<file path="config.mk">
export PLATFORM = sky130hd
export DESIGN_NAME = sarseq_top
export DESIGN_NICKNAME = d
export VERILOG_FILES = /design/src/common/sarseq_pkg.sv /design/src/core/sarseq_top.sv
export VERILOG_INCLUDE_DIRS = /design/src /design/src/common
export SDC_FILE = /design/constraint.sdc
export NUM_CORES = 1
export LEC_CHECK = 0
export BUFFER_PORTS_ARGS = -buffer_cell sky130_fd_sc_hd__buf_4
export CORE_ASPECT_RATIO = 0.5
export CORE_MARGIN = 3
export CORE_UTILIZATION = 56
export CTS_BUF_LIST = sky130_fd_sc_hd__clkbuf_16
export CTS_CLUSTER_DIAMETER = 60
export DETAILED_ROUTE_END_ITERATION = 10
export GPL_TIMING_DRIVEN = 0
export PLACE_DENSITY = 0.79
export SLEW_MARGIN = 20
export SYNTH_ARGS = -nofsm -noshare
export SYNTH_HDL_FRONTEND = slang
export SYNTH_SLANG_ARGS = --single-unit
</file>
<file path="constraint.sdc">
create_clock -name CORE_CLK -period 5.1 [get_ports CORE_CLK]
set_input_delay 1.02 -clock CORE_CLK [delete_from_list [all_inputs] [get_ports CORE_CLK]]
set_output_delay 1.02 -clock CORE_CLK [all_outputs]
set_load 0.05 [all_outputs]
</file>
<file path="src/common/sarseq_consts.svh">
`ifndef SARSEQ_CONSTS_SVH
`define SARSEQ_CONSTS_SVH
// trial register layout
`define SARSEQ_MSB 4'h9
`define SARSEQ_TRIAL_INIT 10'h200
`define SARSEQ_FULL_CODE 10'h3FF
`define SARSEQ_ZERO 10'h000
// clocks spent waiting for the comparator to pass the two-flop synchroniser
`define SARSEQ_SETTLE 2'h2
// reference ladder: n/1024 of full scale, minus half an lsb (1/2048)
`define SARSEQ_LADDER_DIV 12'h800
`endif

</file>
<file path="src/common/sarseq_pkg.sv">
package sarseq_pkg;
   typedef enum logic [2:0] {
      SARSEQ_IDLE = 3'b001,
      SARSEQ_CMP = 3'b010,
      SARSEQ_DONE = 3'b100
   } sarseq_state_e;
   typedef logic [9:0] sarseq_code_t;
   // configuration bits from software
   typedef struct packed {
      logic start;
      logic eight_bit;
      logic one_shot;
      logic [1:0] channel_count;
   } sarseq_cfg_s;
   // all state of the sequencer
   typedef struct packed {
      sarseq_state_e state;
      sarseq_code_t trial;
      logic [3:0] bit_idx;
      logic [1:0] chan;
      sarseq_code_t result;
      logic [1:0] result_chan;
      logic result_valid;
      logic irq;
      logic start_d;
      logic [1:0] settle;
   } sarseq_regs_s;
endpackage

</file>
<file path="src/core/sarseq_top.sv">
// What the document requires
// software changes config only while stopped
// wait 1 us after reference connect
// analog pins set as port inputs
// mode write first, then pin selection
// check interrupt flag before reading result
// repeat modes need undivided cpu clock
// conversion starts with only bit 9 set
// keep bit if reference below input
// set next lower bit before comparing
// bits 7 to 0 likewise, ten compares
// after bit 0, copy trial to result
// result occupies bits 0 through 9
// reference is n/1024 minus half lsb
// 8-bit mode reports upper eight bits
// input above reference gives all ones
// start flag begins on first channel
// one compare per clock, hold when stopped (here one compare every three clocks, two spent settling)
// one-shot completion sets interrupt flag
`include "sarseq_consts.svh"
`timescale 1ns/10ps
`default_nettype none
module sarseq_top
   import sarseq_pkg::*;
(
   input wire logic CORE_CLK,
   input wire logic ARST_N,
   input wire sarseq_pkg::sarseq_cfg_s CFG,
   input wire logic COMP_REF_BELOW_IN,
   output logic [9:0] LADDER_CODE,
   output logic [1:0] CHANNEL_SEL,
   output logic BUSY,
   output logic [9:0] RESULT,
   output logic [1:0] RESULT_CHANNEL,
   output logic RESULT_VALID,
   output logic CONV_IRQ
);
   import sarseq_pkg::*;

   sarseq_regs_s s_r;
   sarseq_regs_s s_nxt;
   logic cmp_meta_r;
   logic cmp_sync_r;

   // comparator output is analog-domain; two stages before use
   always_ff @(posedge CORE_CLK or negedge ARST_N) begin
      if (!ARST_N) begin
         cmp_meta_r <= 1'b0;
         cmp_sync_r <= 1'b0;
      end else begin
         cmp_meta_r <= COMP_REF_BELOW_IN;
         cmp_sync_r <= cmp_meta_r;
      end
   end

   // result word, upper eight bits in 8-bit mode
   function automatic sarseq_code_t pack_result(input sarseq_code_t t, input logic eight);
      pack_result = eight ? {2'b00, t[9:2]} : t;
   endfunction

   // sequencer: one decision every three clocks, two of them spent settling
   always_comb begin
      s_nxt = s_r;
      s_nxt.start_d = CFG.start;
      s_nxt.result_valid = 1'b0;
      unique case (s_r.state)
         SARSEQ_IDLE: begin
            // trial held untouched while stopped
            if (CFG.start && !s_r.start_d) begin
               s_nxt.state = SARSEQ_CMP;
               s_nxt.trial = `SARSEQ_TRIAL_INIT;
               s_nxt.bit_idx = `SARSEQ_MSB;
               s_nxt.settle = `SARSEQ_SETTLE;
               s_nxt.chan = 2'b00;
            end
         end
         SARSEQ_CMP: begin
            // deciding before the synchroniser carries this trial's answer would use a stale compare
            if (s_r.settle != 2'h0) begin
               s_nxt.settle = s_r.settle - 2'h1;
            end else begin
               s_nxt.settle = `SARSEQ_SETTLE;
               // comparator high means ref below input: keep the bit
               if (!cmp_sync_r) begin
                  s_nxt.trial[s_r.bit_idx] = 1'b0;
               end
               if (s_r.bit_idx != 4'h0) begin
                  s_nxt.trial[s_r.bit_idx - 4'h1] = 1'b1;
                  s_nxt.bit_idx = s_r.bit_idx - 4'h1;
               end else begin
                  s_nxt.state = SARSEQ_DONE;
               end
            end
         end
         SARSEQ_DONE: begin
            s_nxt.result = pack_result(s_r.trial, CFG.eight_bit);
            s_nxt.result_chan = s_r.chan;
            s_nxt.result_valid = 1'b1;
            if (CFG.one_shot && s_r.chan == CFG.channel_count) begin
               s_nxt.irq = 1'b1;
               s_nxt.state = SARSEQ_IDLE;
            end else if (!CFG.start) begin
               s_nxt.state = SARSEQ_IDLE;
            end else begin
               // next channel, wrapping in repeat modes
               s_nxt.chan = (s_r.chan == CFG.channel_count) ? 2'b00 : s_r.chan + 2'b01;
               s_nxt.trial = `SARSEQ_TRIAL_INIT;
               s_nxt.bit_idx = `SARSEQ_MSB;
               s_nxt.settle = `SARSEQ_SETTLE;
               s_nxt.state = SARSEQ_CMP;
            end
         end
         default: s_nxt.state = SARSEQ_IDLE;
      endcase
      // a start edge while idle clears the flag; a start edge in DONE is ignored, so a completion set then stays
      if (CFG.start && !s_r.start_d && s_r.state == SARSEQ_IDLE) begin
         s_nxt.irq = 1'b0;
      end
   end

   always_ff @(posedge CORE_CLK or negedge ARST_N) begin
      if (!ARST_N) begin
         s_r <= '{state: SARSEQ_IDLE, trial: `SARSEQ_TRIAL_INIT, bit_idx: `SARSEQ_MSB, chan: 2'b00,
                  result: `SARSEQ_ZERO, result_chan: 2'b00, result_valid: 1'b0, irq: 1'b0, start_d: 1'b0,
                  settle: `SARSEQ_SETTLE};
      end else begin
         s_r <= s_nxt;
      end
   end

   // ladder code drives the reference: n/1024 - 1/2048 full scale
   assign LADDER_CODE = s_r.trial;
   assign CHANNEL_SEL = s_r.chan;
   assign BUSY = (s_r.state != SARSEQ_IDLE);
   assign RESULT = s_r.result;
   assign RESULT_CHANNEL = s_r.result_chan;
   assign RESULT_VALID = s_r.result_valid;
   assign CONV_IRQ = s_r.irq;
endmodule
`default_nettype wire

</file>
==> results of run 1 <==
[metrics by stage]
step	hold WS, ns	util	cell area, um2	setup WS [ns]	cells
finish	0.3490	0.7287	2571	2.458	305
global route	0.3643	0.7287	2571	2.420	305
CTS	0.3536	0.7287	2571	2.455	305
detailed placement	0.3418	0.6901	2435	2.457	297
global placement	0.3331	0.6901	2435	2.493	297
floorplan	0.3312	-	2123	2.818	213
[area by class of cell]
type                            count  area share
Buffer                             36     0.08856
Clock buffer                        5     0.04866
Clock inverter                      3    0.004380
Inverter                           10     0.01460
Multi-Input combinational cell    129      0.3504
Sequential cell                    38      0.3723
Tap cell                           51     0.02482
Timing Repair Buffer               33     0.09635
[worst max-delay path, cell delays in order, from the launching register on]
cell and delay (ns):
dfstp_2 0.50, buf_2 0.18, or3b_2 0.46, buf_4 0.20
[worst paths after layout]
path / end / from / slack [ns]
worst min-delay path: cmp_sync_r / cmp_meta_r / 0.35
min in group asynchronous: RESULT_VALID / ARST_N / 0.70
worst max register to register: LADDER_CODE[4] / s_r[33] / 3.05
worst max-delay path: BUSY / s_r[33] / 2.46
worst min register to register: cmp_sync_r / cmp_meta_r / 0.35
max in group asynchronous: s_r[33] / ARST_N / 4.04
[state kept, by name (all words and copies together) (netlist names)]
| name | flops |
|---|---|
| CHANNEL_SEL | 2 |
| s_r | 10 |
| cmp_meta_r | 1 |
| RESULT_VALID | 1 |
| CONV_IRQ | 1 |
| cmp_sync_r | 1 |
| RESULT_CHANNEL | 2 |
| LADDER_CODE | 10 |
| RESULT | 10 |
[cell usage in the layout, fill, tap and decap left out, types with 3 or more instances in the layout]
master     synthesis  final
dfrtp_1           33     33
o21ai_0            9      9
buf_4             24     57
mux2i_1            9      9
dfstp_2            5      5
a21oi_1           19     19
clkbuf_1           8      8
nor3_1             5      5
inv_1             10     10
nor2_1            21     21
clkinv_1           0      3
nand2_1            5      5
nor2b_1            3      3
clkbuf_16          0      5
mux2_2             3      3
nand3b_1           5      5
[cells by family after synthesis]
group,synth area share
AOI/OAI and AO/OA,0.2009
DFF,0.4508
xor gates and xnor gates,0.008251
and+or+nand+nor,0.1450
adders and majority gates,0.01178
muxes,0.05834
buffers and inverters,0.1249
[metal layers]
layer	routed length, um	vias up	track usage
met5	0	-	0
met1	2086	822	0.2803
met4	51	0	0.07543
li1	-	822	-
met3	321	7	0.05183
met2	2068	55	0.3504
[cell usage after synthesis, drive strengths merged (2+ instances only)]
cell and instances:
o21ai 9, clkbuf 8, nor2 22, o311a 2, a21boi 2, mux2i 9
nor3b 2, a21oi 19, dfrtp 33, nand2 5, nor2b 3, a22o 2
nor3 5, and3 2, a221o 2, mux2 3, nand3 2, ha 2
o31ai 2, nand3b 5, a21o 2, dfstp 5, a32oi 2, a22oi 2
inv 10, or3b 2, xor2 2, a2111oi 2, nand2b 2, nand4bb 2
o22a 2, buf 28
[power by group]
group	leakage [nW]	internal [W]	switching, W
Sequential	0.453	0.000316	0.00000972
Clock	0.0663	0.000176	0.000114
Combinational	0.673	0.0000354	0.0000632
==> impl_metrics.toml, run 1 <==
[pwr]
total_power_w = 0.0007145
p_leak_nw = 1.193
p_per_area_nw_per_um2 = 277.9
peakVddDrop_v = 0.0001916

[yosys]
synth_seq_cells = 38
async_reset_ff_frac = 1.000
synth_cells = 213
synth_area_per_cell_um2 = 9.968
synth.cell_area_um2 = 2123
synth_top_area_frac = 0.3889
synth_fp_nets = 223
yosysTopAreaCell = "dfrtp_1"
synth.area.top_cells = "dfrtp_1, buf_4, dfstp_2"
synth_flop_cell = "dfrtp_1"
synth_edf_count = 0
ys_types = 50
ys_warn_count = 0
ys_seq_area_frac = 0.4508

[timing]
fmax_mhz = 378.5
tightest_slew_ns = 0.6030
period_share = 0.5180
fin_tns_setup_ns = 0
hold_violations = 0
timing.slew.headroom = 0.5980
maxSlewViolCount = 0
min_period_ns = 2.642
setup_viol = 0
rsz0062_at_grt = "false"
clock_skew_ns = 0.004611

[clock_tree]
cts_tree = "yes"
cts_sinks = 38
clkLatencyLatePin_ns = 0.28
cts_root_buf = "clkbuf_16"
clock_path_buffers = 2
h-tree-depth = 2
cts_setup_buffers = 0
hold_buffers = 0
clk_pin_slew_ns = 0.05
cts_buffers = 5
ctsResizeCount = 0

[worst_setup_path]
critPathKind = "flip-flop to output port"
startpoint_type = "flip-flop"
r2r_cells = 5
critPathMaxFanout = 8
cp.required_ns = 4.08
cp.arrival_ns = 1.62
cp-end-kind = "output port"

[detailed_routing]
routed_via_density = 5.593
routed-via-count = 1706
detail-route-antenna-nets = 0
drc = 0
postRouteWirelength_um = 4528
first_pass_iters = 4
drt-initial-drc-count = 146
wl_per_cell_um = 14.85

[die]
core_area_um2 = 3528
row_count = 15
die_h_um = 49.54
pin_count = 35
die_w_um = 93.08
start_util = 0.6018
dieArea_um2 = 4611

[final_layout]
register_area_um2 = 957.2
final.fill_count = 283
num-nets-final = 263
antenna_cells = 0
drive_gt1_frac = 0.3150
area_growth_pct = 21.10
multi_input_area_um2 = 900.9

[worst_hold_path]
hold_depth = 0
hold_class = "flip-flop to flip-flop"

[placed_design]
gp_congestion = 0.9306
port_buffers = 33
dp_hpwl_um = 3236

[run_status]
status = "complete, no violations"

[job]
drv_cap = 0

[global_route]
first_global_vias = 1670
antenna_found_initial = 0
track_usage = 0.2143
grt.overflow.total = 0
grt_pass1_wl_um = 7797
grt_max_degree = 39
No activity file was read; power rests on OpenSTA's default activity.
==> run 2, diff against run 1 <==
--- a/config.mk
+++ b/config.mk
@@ -6,6 +6,7 @@
 export SDC_FILE = /design/constraint.sdc
 export NUM_CORES = 1
 export LEC_CHECK = 0
+export ABC_AREA = 1
 export BUFFER_PORTS_ARGS = -buffer_cell sky130_fd_sc_hd__buf_4
 export CORE_ASPECT_RATIO = 0.5
 export CORE_MARGIN = 3
==> constraint.sdc (replaced) <==
create_clock -name CORE_CLK -period 2.6 [get_ports CORE_CLK]
set_input_delay 0.52 -clock CORE_CLK [delete_from_list [all_inputs] [get_ports CORE_CLK]]
set_output_delay 0.52 -clock CORE_CLK [all_outputs]
set_load 0.05 [all_outputs]
==> run 2 against run 1 <==
- synthesized cell count grew 32%
- power grew to 4.5 times the previous value
- sequential share of layout area is 2.0 points lower
- via count grew 13%
- final cell count is 22% higher
- final area increased by 5.6%
- non-clock buffer count decreased by 6
- clock power up 130%
- utilization increased by 1.7 points
- first-iteration DRC count is 18% lower
- synthesized area is 5.6% higher
- sequential power grew to 2.9 times the previous value
==> impl_metrics.toml, run 2 <==
[worst_hold_path]
hold_class = "input pin to asynchronous set/reset pin"

[detailed_routing]
detail-route-antenna-nets = 0
routed_via_density = 5.147
postRouteWirelength_um = 4738
drc = 0
drt-initial-drc-count = 120
wl_per_cell_um = 12.70
routed-via-count = 1920
first_pass_iters = 4

[yosys]
synth.area.top_cells = "dfrtp_1, nand2_1, buf_4"
synth_top_area_frac = 0.3683
yosysTopAreaCell = "dfrtp_1"
synth_cells = 281
ys_warn_count = 0
synth_edf_count = 0
ys_seq_area_frac = 0.4269
synth.most_common_cell = "nand2_1"
synth_commonest_cells = "nand2_1, dfrtp_1, buf_4, nand3_1, nor2_1"
ys_types = 30
async_reset_ff_frac = 1.000
synth_area_per_cell_um2 = 7.979
synth_seq_cells = 38
synth.cell_area_um2 = 2242
synth_flop_cell = "dfrtp_1"
synth_fp_nets = 291

[die]
core_area_um2 = 3641
die_h_um = 50.75
pin_count = 35
row_count = 15
start_util = 0.6158
dieArea_um2 = 4845
die_w_um = 95.49

[timing]
fin_tns_setup_ns = 0
hold_violations = 0
maxSlewViolCount = 0
min_period_ns = 1.803
setup_viol = 0
period_share = 0.6937
holdWs_ns = 0.1856
timing.slew.headroom = 0.6864
fmax_mhz = 554.5
rsz0062_at_grt = "false"
clock_skew_ns = 0.006228
tightest_slew_ns = 0.4704

[pwr]
peakVddDrop_v = 0.0006858
p_per_area_nw_per_um2 = 1188
total_power_w = 0.003226
p_leak_nw = 1.363

[global_route]
grt.overflow.total = 0
antenna_found_initial = 0
gr-usage-met3 = 0.06138
use_met1 = 0.2877
busiest_layer = "met2"
use_met2 = 0.3511
track_usage = 0.2193
grt_pass1_wl_um = 8045
grt_max_degree = 39
first_global_vias = 1748

[final_layout]
final_cell_mix = "nand2_1, buf_4, dfrtp_1"
final_area_um2 = 2716
area_growth_pct = 21.15
num-nets-final = 331
antenna_cells = 0
drive_gt1_frac = 0.3106
final_common_cell = "nand2_1"

[job]
drv_cap = 0

[worst_setup_path]
cp.required_ns = 2.08
cp.arrival_ns = 1.28
critPathKind = "flip-flop to output port"
startpoint_type = "flip-flop"
cp-end-kind = "output port"
critPathMaxFanout = 4

[placed_design]
port_buffers = 33
dpl_cell_area_um2 = 2554
dp_hpwl_um = 3478
gp_congestion = 0.9606

[clock_tree]
clkLatencyLatePin_ns = 0.28
cts_root_buf = "clkbuf_16"
h-tree-depth = 2
ctsResizeCount = 0
hold_buffers = 0
cts_tree = "yes"
cts_sinks = 38
cts_buffers = 5
clk_pin_slew_ns = 0.06
cts_setup_buffers = 0
clock_path_buffers = 2

[run_status]
status = "complete, no violations"
-- run 2: cell count changes after synthesis, sizes merged, moves of 6 or more --
cell,previous run,this run
nand3,2,30
mux2i,9,0
nand2,5,92
a21oi,19,13
clkbuf,8,2
a31oi,1,8
inv,10,17
-- run 2: area by class of cell --
| cell class | instances | area [um2] |
|---|---|---|
| buffer | 30 | 220.2 |
| sequential | 38 | 957.2 |
| multi-input combinational | 194 | 991.0 |
| timing repair buffer | 33 | 247.7 |
| clock buffer | 5 | 125.1 |
| clock inverter | 3 | 37.54 |
| tap | 51 | 63.81 |
| inverter | 19 | 73.82 |
| fill | 295 | 924.6 |
-- run 2: stage by stage --
stage | util | std cells | worst slack [ns]
floorplan | - | 281 | 0.8103
finish | 0.7460 | 373 | 0.7965
detailed placement | 0.7014 | 365 | 0.9254
CTS | 0.7460 | 373 | 0.8102
global route | 0.7460 | 373 | 0.7434
global placement | 0.7014 | 365 | 0.9508
-- run 2: worst max-delay path, cell delays in order, from the launching register on --
cell and delay [ns]:
dfstp_2 0.56, nand3_1 0.19, buf_4 0.25
-- run 2: worst paths after layout --
check                                  start             end  slack, ns  cells after the start
max                                  s_r[33]            BUSY       0.80                      2
min                                   ARST_N       RESULT[0]       0.19                      1
max reg2reg                          s_r[33]  LADDER_CODE[5]       1.02                      7
min reg2reg                       cmp_meta_r      cmp_sync_r       0.36                      0
max in group asynchronous             ARST_N         s_r[33]       2.05                      1
min in group CORE_CLK      COMP_REF_BELOW_IN      cmp_meta_r       0.35                      1
-- run 2: metal layers --
metal  wire, um  part of all wire
met1       2120              0.45
met3        420             0.089
met4         70             0.015
met2       2127              0.45
met5          0                 0
-- run 2: report_power, final --
part / total [W] / switching (W) / internal [W]
Clock: 0.000666 / 0.000221 / 0.000445
Sequential: 0.000940 / 0.000160 / 0.000780
Combinational: 0.00162 / 0.00107 / 0.000546
-- run 2: logic make-up (layout without fill, tap and decap cells) --
family | count (synthesis) | count (layout) | synth area share
simple gates | 157 | 157 | 0.3376
buf+inv | 49 | 90 | 0.1311
flops | 38 | 38 | 0.4269
compound gates | 33 | 33 | 0.08204
fa+ha+maj | 2 | 2 | 0.01116
xor+xnor | 2 | 2 | 0.01116
